## config.mk

```make
export PLATFORM = sky130hd
export DESIGN_NAME = psm_top
export DESIGN_NICKNAME = d
export VERILOG_FILES = /design/src/rtl/psm_pkg.sv /design/src/rtl/psm_top.sv
export SDC_FILE = /design/constraint.sdc
export NUM_CORES = 1
export LEC_CHECK = 0
export ABC_AREA = 1
export ABC_CLOCK_PERIOD_IN_PS = 1710
export BUFFER_PORTS_ARGS = -buffer_cell sky130_fd_sc_hd__buf_2
export CORE_ASPECT_RATIO = 1.2
export CORE_MARGIN = 10
export CORE_UTILIZATION = 47
export DETAILED_ROUTE_END_ITERATION = 16
export PLACE_DENSITY = 0.73
export SKIP_LAST_GASP = 1
export SYNTH_ARGS = -nofsm -noshare
export SYNTH_HDL_FRONTEND = slang
export SYNTH_SLANG_ARGS = --single-unit
```

## constraint.sdc

```tcl
create_clock -name MCLK -period 1.71 [get_ports MCLK]
set_clock_uncertainty 0.15 [all_clocks]
set_input_delay 0.0855 -clock MCLK [delete_from_list [all_inputs] [get_ports MCLK]]
set_output_delay 0.0855 -clock MCLK [all_outputs]
set_load 0.05 [all_outputs]
```

## src/rtl/psm_pkg.sv

```systemverilog
// Constants, register map and source bundle for the prescaler and status pin mux.
// Assumes a byte-wide serial control port decodes addresses and strobes the writes.
package psm_pkg;
  // Register offsets
  localparam logic [9:0] PSM_OFF_PRESC = 10'h016; // Prescaler control
  localparam logic [9:0] PSM_OFF_STAT = 10'h017; // Status pin select
  localparam logic [9:0] PSM_OFF_LOCK = 10'h01d; // Holds selector lock bit
  // Field positions
  localparam int PSM_PRESC_LSB = 0; // Prescaler code [2:0]
  localparam int PSM_BYP_BIT = 3; // B counter bypass
  localparam int PSM_SEL_LSB = 2; // Selector [7:2]
  localparam int PSM_LOCK_BIT = 7; // Lock bit in 0x01D
  // Reset values
  localparam logic [7:0] PSM_RST_PRESC = 8'h06; // Code 110
  localparam logic [7:0] PSM_RST_STAT = 8'h00; // Ground
  localparam logic [7:0] PSM_RST_LOCK = 8'h00;
  // Prescaler codes
  localparam logic [2:0] PSM_P_FD1 = 3'h0;
  localparam logic [2:0] PSM_P_FD2 = 3'h1;
  localparam logic [2:0] PSM_P_DM23 = 3'h2;
  localparam logic [2:0] PSM_P_DM45 = 3'h3;
  localparam logic [2:0] PSM_P_DM8 = 3'h4;
  localparam logic [2:0] PSM_P_DM16 = 3'h5;
  localparam logic [2:0] PSM_P_DM32 = 3'h6;
  localparam logic [2:0] PSM_P_FD3 = 3'h7;
  // Selector codes
  localparam logic [5:0] PSM_S_GND = 6'h00;
  localparam logic [5:0] PSM_S_NDIV = 6'h01;
  localparam logic [5:0] PSM_S_RDIV = 6'h02;
  localparam logic [5:0] PSM_S_SWAL = 6'h03;
  localparam logic [5:0] PSM_S_PRESC = 6'h04;
  localparam logic [5:0] PSM_S_UP = 6'h05;
  localparam logic [5:0] PSM_S_DN = 6'h06;
  localparam logic [5:0] PSM_S_GND2 = 6'h20;
  localparam logic [5:0] PSM_S_FIRST_REFERENCE_INPUT = 6'h21;
  localparam logic [5:0] PSM_S_SECOND_REFERENCE_INPUT = 6'h22;
  localparam logic [5:0] PSM_S_RSEL = 6'h23;
  localparam logic [5:0] PSM_S_RUNS = 6'h24;
  // Internal signals the pin may show, plus the two reference select controls
  typedef struct packed {
    logic n_div_dly; // N divider after delay
    logic r_div_dly; // R divider after delay
    logic swallow; // Swallow counter output
    logic pfd_up; // PFD up pulse
    logic pfd_dn; // PFD down pulse
    logic first_reference_input; // First reference input
    logic second_reference_input; // Second reference input
    logic ref_sel2; // High when PLL uses second reference
    logic diff_mode; // Differential reference active
  } psm_src_t;
endpackage : psm_pkg

```

## src/rtl/psm_top.sv

```systemverilog
// Feedback prescaler and status pin multiplexer with their control registers.
// Assumes all source signals and the swallow counter run on MCLK.
`timescale 1ns/1ps
`default_nettype none
module psm_top
  import psm_pkg::*;
#(
  parameter int ADDR_W = 10 // Control port address width
) (
  input wire logic MCLK,
  input wire logic RST,
  input wire logic WR_EN,
  input wire logic RD_EN,
  input wire logic [ADDR_W-1:0] ADDR,
  input wire logic [7:0] WDATA,
  output logic [7:0] RDATA,
  input wire logic SWALLOW_ZERO,
  input wire logic MOD_HI,
  input wire psm_src_t SRC,
  output logic PRESC_OUT,
  output logic B_BYPASS,
  output logic STATUS_PIN
);
  // Width check at elaboration: 0x01D needs five bits, the decode compares ten
  if (ADDR_W < 5 || ADDR_W > 10) begin : g_bad_addr_w
    $error("ADDR_W must be 5 to 10");
  end

  logic [7:0] presc_r, presc_nxt; // Prescaler control
  logic [7:0] stat_r, stat_nxt; // Status pin select
  logic [7:0] lock_r, lock_nxt; // Lock register
  logic [7:0] rdata_r, rdata_nxt; // Read data
  logic [5:0] cnt_r, cnt_nxt; // Prescaler down counter
  logic pout_r, pout_nxt; // Prescaler output
  logic byp_r, byp_nxt; // Effective bypass
  logic pin_r, pin_nxt; // Status pin
  logic [9:0] addr_full; // Address widened
  logic [2:0] pcode; // Prescaler code
  logic [5:0] sel; // Selector code
  logic fixed_mode; // Fixed divide active
  logic [5:0] ratio; // Current division ratio

  assign addr_full = 10'(ADDR);
  assign pcode = presc_r[PSM_PRESC_LSB +: 3];
  assign sel = stat_r[PSM_SEL_LSB +: 6];

  // Division ratio for a code, swallow state and modulus request
  function automatic logic [5:0] psm_ratio(input logic [2:0] c, input logic az, input logic hi);
    logic inc;
    inc = hi & ~az;
    unique case (c)
      PSM_P_FD1: psm_ratio = 6'h01;
      PSM_P_FD2: psm_ratio = 6'h02;
      PSM_P_FD3: psm_ratio = 6'h03;
      PSM_P_DM23: psm_ratio = inc ? 6'h03 : 6'h02;
      PSM_P_DM45: psm_ratio = inc ? 6'h05 : 6'h04;
      PSM_P_DM8: psm_ratio = az ? 6'h08 : (hi ? 6'h05 : 6'h04);
      PSM_P_DM16: psm_ratio = inc ? 6'h11 : 6'h10;
      PSM_P_DM32: psm_ratio = inc ? 6'h21 : 6'h20;
    endcase
  endfunction : psm_ratio

  // Pin encoding used by the status pin selector
  function automatic logic psm_mux(input logic [5:0] s, input psm_src_t x, input logic presc);
    unique case (s)
      PSM_S_GND: psm_mux = 1'b0;
      PSM_S_NDIV: psm_mux = x.n_div_dly;
      PSM_S_RDIV: psm_mux = x.r_div_dly;
      PSM_S_SWAL: psm_mux = x.swallow;
      PSM_S_PRESC: psm_mux = presc;
      PSM_S_UP: psm_mux = x.pfd_up;
      PSM_S_DN: psm_mux = x.pfd_dn;
      PSM_S_GND2: psm_mux = 1'b0;
      PSM_S_FIRST_REFERENCE_INPUT: psm_mux = x.first_reference_input;
      PSM_S_SECOND_REFERENCE_INPUT: psm_mux = x.diff_mode ? 1'b0 : x.second_reference_input;
      PSM_S_RSEL: psm_mux = (x.ref_sel2 & ~x.diff_mode) ? x.second_reference_input : x.first_reference_input;
      PSM_S_RUNS: psm_mux = x.diff_mode ? 1'b0 : (x.ref_sel2 ? x.first_reference_input : x.second_reference_input);
      default: psm_mux = 1'b0;
    endcase
  endfunction : psm_mux

  // Register writes and reads
  always_comb begin
    presc_nxt = presc_r;
    stat_nxt = stat_r;
    lock_nxt = lock_r;
    rdata_nxt = rdata_r;
    if (WR_EN) begin
      // Write decode
      if (addr_full == PSM_OFF_PRESC) begin
        presc_nxt = WDATA;
      end else if (addr_full == PSM_OFF_STAT && !lock_r[PSM_LOCK_BIT]) begin
        stat_nxt = WDATA;
      end else if (addr_full == PSM_OFF_LOCK) begin
        lock_nxt = WDATA;
      end
    end
    if (RD_EN) begin
      // Read decode, unmapped reads zero
      unique case (addr_full)
        PSM_OFF_PRESC: rdata_nxt = presc_r;
        PSM_OFF_STAT: rdata_nxt = stat_r;
        PSM_OFF_LOCK: rdata_nxt = lock_r;
        default: rdata_nxt = 8'h00;
      endcase
    end
  end

  always_ff @(posedge MCLK) begin
    if (RST) begin
      presc_r <= PSM_RST_PRESC;
      stat_r <= PSM_RST_STAT;
      lock_r <= PSM_RST_LOCK;
      rdata_r <= 8'h00;
    end else begin
      presc_r <= presc_nxt;
      stat_r <= stat_nxt;
      lock_r <= lock_nxt;
      rdata_r <= rdata_nxt;
    end
  end

  // Prescaler divider and bypass
  always_comb begin
    fixed_mode = (pcode == PSM_P_FD1) || (pcode == PSM_P_FD2) || (pcode == PSM_P_FD3);
    ratio = psm_ratio(pcode, SWALLOW_ZERO, MOD_HI);
    if (cnt_r == 6'h00) begin
      // Terminal count: reload and pulse
      cnt_nxt = ratio - 6'h01;
      pout_nxt = 1'b1;
    end else begin
      cnt_nxt = cnt_r - 6'h01;
      pout_nxt = 1'b0;
    end
    byp_nxt = presc_r[PSM_BYP_BIT] & fixed_mode;
    pin_nxt = psm_mux(sel, SRC, pout_r);
  end

  always_ff @(posedge MCLK) begin
    if (RST) begin
      cnt_r <= 6'h00;
      pout_r <= 1'b0;
      byp_r <= 1'b0;
      pin_r <= 1'b0;
    end else begin
      cnt_r <= cnt_nxt;
      pout_r <= pout_nxt;
      byp_r <= byp_nxt;
      pin_r <= pin_nxt;
    end
  end

  assign RDATA = rdata_r;
  assign PRESC_OUT = pout_r;
  assign B_BYPASS = byp_r;
  assign STATUS_PIN = pin_r;
endmodule : psm_top
`default_nettype wire

```

==> results of run 1 <==
==> cell usage after synthesis <==
| library cell | count |
|---|---|
| nand3_1 | 41 |
| nand4_1 | 15 |
| nand3_4 | 1 |
| buf_4 | 1 |
| nand2_1 | 47 |
| clkinv_1 | 1 |
| nor2_2 | 3 |
| o211ai_1 | 2 |
| a31oi_1 | 1 |
| o21bai_1 | 2 |
| clkbuf_1 | 3 |
| a21oi_1 | 27 |
| nor2_4 | 4 |
| nand2_2 | 4 |
| inv_2 | 2 |
| ha_1 | 1 |
| nor2_1 | 45 |
| nor4_4 | 1 |
| inv_1 | 34 |
| o21ai_0 | 23 |
| dfxtp_1 | 41 |
| buf_2 | 1 |
| buf_6 | 2 |
| nor3_2 | 1 |
| nor3_1 | 4 |
| o21ai_1 | 3 |
==> registers in the layout (all words and copies together) (netlist names) <==
| name | flops |
|---|---|
| B_BYPASS | 1 |
| PRESC_OUT | 1 |
| RDATA | 8 |
| STATUS_PIN | 1 |
| cnt_r | 6 |
| lock_r | 8 |
| presc_r | 8 |
| stat_r | 8 |
==> critical path, delay by kind of cell (launching register included) <==
family                     cells  cell delay, ns
adders and majority gates      1            0.21
DFF                            1            0.37
and+or+nand+nor                7            0.51
buffers and inverters          1            0.15
AOI/OAI and AO/OA              1            0.17
==> stage by stage <==
stage	hold slack, ns	area [um2]	power [mW]	setup TNS, ns	instances
after floorplan	0.004566	2126	1.248	0	310
after global placement	0.1998	2470	1.368	0	416
after detailed placement	0.2025	2470	1.375	0	416
after global routing	0.03520	2713	2.121	-0.01952	435
final	0.02374	2713	2.026	0	435
after CTS	0.02043	2650	2.016	0	433
==> final timing paths <==
kind	startpoint	endpoint	slack, ns	depth (start not counted)
min reg2reg	RDATA[3]	RDATA[3]	0.32	2
max reg2reg	presc_r[0]	cnt_r[4]	0.07	10
min	RST	cnt_r[1]	0.02	3
max	presc_r[0]	cnt_r[4]	0.07	10
==> area by class of cell <==
type                       instances  area [um2]
tap                               56       70.07
timing repair buffer              68       429.2
multi-input combinational        225        1155
clock inverter                     2       15.01
inverter                          37       141.4
sequential                        41       829.5
fill                             395        1614
clock buffer                       6       72.57
==> layer usage <==
metal | track usage [%] | vias up | part of all wire [%] | wire [um]
met5 | 0 | - | 0 | 0
met4 | 6.069 | 0 | 1.7 | 95
met3 | 4.406 | 11 | 7.0 | 402
met2 | 25.99 | 79 | 50 | 2854
met1 | 17.35 | 1023 | 41 | 2371
li1 | - | 1174 | - | -
==> placed cells by master (no fill, tap or decap), drive strengths merged <==
cell type	instances
ha	1
o21ai	26
nand4	15
clkinv	1
dfxtp	41
nor4	1
clkinvlp	2
nand3	42
nor3	5
o21bai	2
buf	59
nor2	52
dlygate4sd3	9
inv	36
a21oi	27
a31oi	1
nand2	51
clkbuf	6
o211ai	2
==> where the power goes <==
group / switching [mW] / internal (mW) / total (mW)
logic: 0.224 / 0.160 / 0.385
registers: 0.0191 / 0.991 / 1.01
clock network: 0.344 / 0.287 / 0.632
total: 0.587 / 1.44 / 2.03
==> kinds of logic after synthesis <==
| group | Yosys count | synth area share [%] |
|---|---|---|
| AO/OA/AOI/OAI | 58 | 14.21 |
| adder cells (fa/ha/maj) | 1 | 0.5895 |
| buffers and inverters | 44 | 8.726 |
| flip-flops | 41 | 38.68 |
| AND/OR/NAND/NOR | 166 | 37.79 |
==> timing repair <==
action,4_1_cts,5_1_grt
gates resized for setup,2,18
setup endpoints to repair,1,1
hold buffers,9,0
cloned,0,0
pin swaps,0,5
endpoints found under the hold margin,28,0
buffers inserted,0,2
==> results.md, run 1 <==
- Outcome: finished clean
- Initial cell density of the core: 49.05%
- Leftover overflow at the end of global routing: 0
- Total track usage: 15.29%
- Die footprint: 0.007614 mm2
- Wire length of the first global-routing pass: 9466 um
- Clock latency reported for the late side of the worst-skew pair: 0.30 ns
- Count of standard-cell rows: 26
- Area fraction of the dominant cell type after synthesis: 38.68%
- CTS Root Buffer Type: clkbuf_8
- Most Frequent Cell on Critical Path: nand3_2
- Die H: 93.61 um
- Final Hold Fails: 0
- Clock-pin slew on the worst setup and hold paths: 0.08 ns
- Worst EP required: 1.76 ns
- Kind of capture point of the worst setup path: flop
- Maximum fanout along the worst path: 6
- Most area-hungry cell type in the Yosys netlist: dfxtp_1
- Max-Cap Viols: 0
- Worst setup path class: flop to flop
- Area of the mapped netlist: 0.002122 mm2
- Residual DRC: 0
- Fin crit share: 96.18%
- Largest stage delay on the critical path: 0.37 ns
- Sequential fraction of the synthesis area: 38.68%
- Worst setup slack after layout: 0.06538 ns
- Number of slew-limit violations in the final report: 0
- Fmax: 608.0 MHz
- Post-DP HPWL: 4362 um
- Routed wire length: 5724 um
- Largest net degree at the start of global routing: 28
- Post-Place Worst Slack: 0.003299 ns
- Number of global-route vias before repair: 2205
- Detailed-route via count: 2287
- Quantity of I/O buffers inserted on ports: 43
- Average wire length per cell after detail routing: 13.16 um
- Slowest cell on crit path: dfxtp_4
- Area overhead of the layout relative to synthesis: 27.83%
- Power density normalized to cell area: 747.0 mW/mm2
- # setup viols final: 0
- Startpoint types: flop
- Clock tree from TritonCTS: yes
- Overall die width: 81.34 um
- I/O Pins: 44
- Top cells by area, synth: dfxtp_1 39%, nand3_1 9.7%, nand2_1 8.3%
- Total number of H-tree levels: 2
- Share of post-route cells with drive strength above 1: 26.12%
- CORE AREA: 0.004327 mm2
- Total of flip-flops plus latches after synthesis: 41
- Detailed-router iteration count before antenna repair: 5
- Type of the worst min-delay path: input port to flop
- Net count after synthesis: 344
- Signal arrival time at the worst endpoint: 1.69 ns
- Static leakage: 1.210 nW
- Headroom to the max-slew limit: 67.58%
- Max IR drop VDD: 0.6911 mV
- Final weighted congestion of routability-driven global placement: 0.8614
- Series of cell instances along the critical path: buf_4, nand3_2, nand3_2, a21oi_2, ha_2, nand3_2, nor2_2, nand2_1, nand2_1, nor2_1
- Post-detailed-route count of antenna-violating nets: 0
- Total number of yosys warnings: 0
- Number of clock buffers inserted by TritonCTS: 5
- Ant. Diodes: 0
- Via density per instance: 5.257
- Distinct cell type count after synthesis: 26
- Worst Max-Slew Pin Slew: 0.4827 ns
- Final cell utilization of the core: 62.70%
- CTS sink cnt: 41
- NumNets Final: 412
- Number of design-rule violations left by the first detailed-router iteration: 150
- Number of antenna violations at the first check in global routing: 0
- Max clock buf depth: 2
- Number of standard cells after synthesis: 310
- Avg Inst Size Synth: 6.845 um2
- Post-layout min period: 1.645 ns
(Power assumes the default switching activity.)
==> run 2, diff against run 1 <==
- ABC_CLOCK_PERIOD_IN_PS: 1710 -> 1900
- PLACE_DENSITY: 0.73 -> 0.7
- clock period: 1.71 -> 1.9 ns (I/O delays scaled with it)
==> run 2 against run 1 <==
Core utilization shrank 1.9 points. Worst setup slack gained 0.11 ns. Critical endpoint unchanged. Largest power group unchanged. Final area shrank 3.1%. Clock power grew 16%. First-iteration DRC count shrank 15%. Fmax shrank 4.4%. Global-route usage shrank 0.19 points. Largest cell class unchanged. Worst hold slack gained 0.0067 ns. Critical path type unchanged.
==> results.md, run 2 (synthesized netlist as in run 1, its figures left out) <==
- Detailed-router iteration count before antenna repair: 4 (was 5)
- Maximum fanout along the worst path: 7 (was 6)
- Area after detailed placement: 0.002414 mm2 (was 0.002470 mm2)
- Outcome: finished clean (unchanged)
- Largest net degree at the start of global routing: 28 (unchanged)
- Share of post-route cells with drive strength above 1: 20.81% (was 26.12%)
- Via density per instance: 5.052 (was 5.257)
- Number of clock buffers inserted by TritonCTS: 5 (unchanged)
- CTS Root Buffer Type: clkbuf_8 (unchanged)
- Die H: 93.61 um (unchanged)
- Max IR drop VDD: 0.6608 mV (was 0.6911 mV)
- # setup viols final: 0 (unchanged)
- Leftover overflow at the end of global routing: 0 (unchanged)
- Worst setup path class: flop to flop (unchanged)
- Most used cells in the layout excluding fill and tap cells: 47 x nand2_1, 45 x nor2_1, 43 x buf_2 (was 44 x nand2_1, 43 x nor2_1, 43 x buf_2)
- Die footprint: 0.007614 mm2 (unchanged)
- Fmax: 581.1 MHz (was 608.0 MHz)
- Headroom to the max-slew limit: 56.53% (was 67.58%)
- Worst EP required: 1.95 ns (was 1.76 ns)
- Ant. Diodes: 0 (unchanged)
- Total track usage: 15.10% (was 15.29%)
- Total number of H-tree levels: 2 (unchanged)
- Final Hold Fails: 0 (unchanged)
- Area overhead of the layout relative to synthesis: 23.88% (was 27.83%)
- Setup repair after global routing missed its margin: no
- CORE AREA: 0.004327 mm2 (unchanged)
- Average wire length per cell after detail routing: 12.91 um (was 13.16 um)
- Final weighted congestion of routability-driven global placement: 0.8706 (was 0.8614)
- Fin crit share: 90.57% (was 96.18%)
- Routed wire length: 5501 um (was 5724 um)
- Most common library cell in the layout ignoring fill and taps: nand2_1 (unchanged)
- Clock tree from TritonCTS: yes (unchanged)
- Slowest cell on crit path: dfxtp_1 (was dfxtp_4)
- Static leakage: 1.178 nW (was 1.210 nW)
- Summed negative setup slack over all endpoints: 0 ns (unchanged)
- Signal arrival time at the worst endpoint: 1.77 ns (was 1.69 ns)
- Final instance area: 0.002629 mm2 (was 0.002713 mm2)
- NumNets Final: 403 (was 412)
- Overall die width: 81.34 um (unchanged)
- I/O Pins: 44 (unchanged)
- Clock latency reported for the late side of the worst-skew pair: 0.29 ns (was 0.30 ns)
- Initial cell density of the core: 49.05% (unchanged)
- Max-Cap Viols: 0 (unchanged)
- Worst Max-Slew Pin Slew: 0.6514 ns (was 0.4827 ns)
- Kind of capture point of the worst setup path: flop (unchanged)
- Post-layout min period: 1.721 ns (was 1.645 ns)
- Largest stage delay on the critical path: 0.48 ns (was 0.37 ns)
- Startpoint types: flop (unchanged)
- Number of antenna violations at the first check in global routing: 0 (unchanged)
- Series of cell instances along the critical path: nor2_1, nand2_1, nand3_1, a21oi_2, ha_1, nand3_1, nor2_1, nand2_1, nand2_1, nor2_1 (was buf_4, nand3_2, nand3_2, a21oi_2, ha_2, nand3_2, nor2_2, nand2_1, nand2_1, nor2_1)
- Pwr Total: 1.944 mW (was 2.026 mW)
- Number of design-rule violations left by the first detailed-router iteration: 128 (was 150)
- Count of standard-cell rows: 26 (unchanged)
- Layout filler cell count: 421 (was 395)
- Number of slew-limit violations in the final report: 0 (unchanged)
- Post-detailed-route count of antenna-violating nets: 0 (unchanged)
- Power density normalized to cell area: 739.6 mW/mm2 (was 747.0 mW/mm2)
- Number of global-route vias before repair: 2112 (was 2205)
- Quantity of I/O buffers inserted on ports: 43 (unchanged)
- Post-CTS Setup Inserts: 0 (unchanged)
- Wire length of the first global-routing pass: 9356 um (was 9466 um)
- Max clock buf depth: 2 (unchanged)
- Type of the worst min-delay path: input port to flop (unchanged)
- Residual DRC: 0 (unchanged)
- Clock-pin slew on the worst setup and hold paths: 0.08 ns (about the same)
- CTS sink cnt: 41 (unchanged)
- Post-DP HPWL: 4344 um (was 4362 um)
- Detailed-route via count: 2152 (was 2287)
## run 2: path summary, 6_finish.rpt
kind / from / to / slack (ns) / cells past startpoint
worst max-delay path: presc_r[1] / cnt_r[4] / 0.18 / 10
worst min-delay path: RST / cnt_r[1] / 0.03 / 3
worst max register to register: presc_r[1] / cnt_r[4] / 0.18 / 10
worst min register to register: RDATA[0] / RDATA[0] / 0.31 / 2
## run 2: repair_timing
action	in CTS	in global routing
hold buffers	9	0
resized for setup	0	3
endpoints found under the hold margin	28	0
setup endpoints to repair	0	1
## run 2: power by group
| part | switching, mW | internal [mW] |
|---|---|---|
| logic | 0.184 | 0.117 |
| registers | 0.0168 | 0.895 |
| clock network | 0.304 | 0.427 |
## run 2: layout make-up
| class | instances | area (um2) | share of cell area (%) |
|---|---|---|---|
| Clock buffer | 6 | 82.58 | 3.141 |
| Clock inverter | 2 | 37.54 | 1.428 |
| Inverter | 37 | 138.9 | 5.283 |
| Multi-Input combinational cell | 225 | 1120 | 42.60 |
| Sequential cell | 41 | 822.0 | 31.27 |
| Tap cell | 56 | 70.07 | 2.665 |
| Timing Repair Buffer | 59 | 357.8 | 13.61 |
## run 2: per-layer routing
| layer | part of all wire (%) | up-vias | GRT usage, % |
|---|---|---|---|
| met5 | 0 | - | 0 |
| met1 | 44 | 937 | 18.70 |
| li1 | - | 1154 | - |
| met2 | 48 | 47 | 24.80 |
| met3 | 6.1 | 14 | 3.544 |
| met4 | 2.3 | 0 | 5.058 |
## run 2: through the flow
step           instances  setup slack [ns]  hold WS [ns]  util [%]
2_1_floorplan        310            0.1401       0.01407         -
3_3_place_gp         409            0.2062        0.2103     55.78
3_5_place_dp         409            0.1527        0.2134     55.78
4_1_cts              426            0.1233       0.03307     60.64
5_1_grt              426          0.007216       0.05571     60.76
6_report             426            0.1792       0.03046     60.76
## run 2: worst max-delay path, delay by kind of cell (launching register included)
family,cells,cell delay (ns)
AND/OR/NAND/NOR,8,0.66
AO/OA/AOI/OAI,1,0.16
flip-flops,1,0.48
adder cells (fa/ha/maj),1,0.18
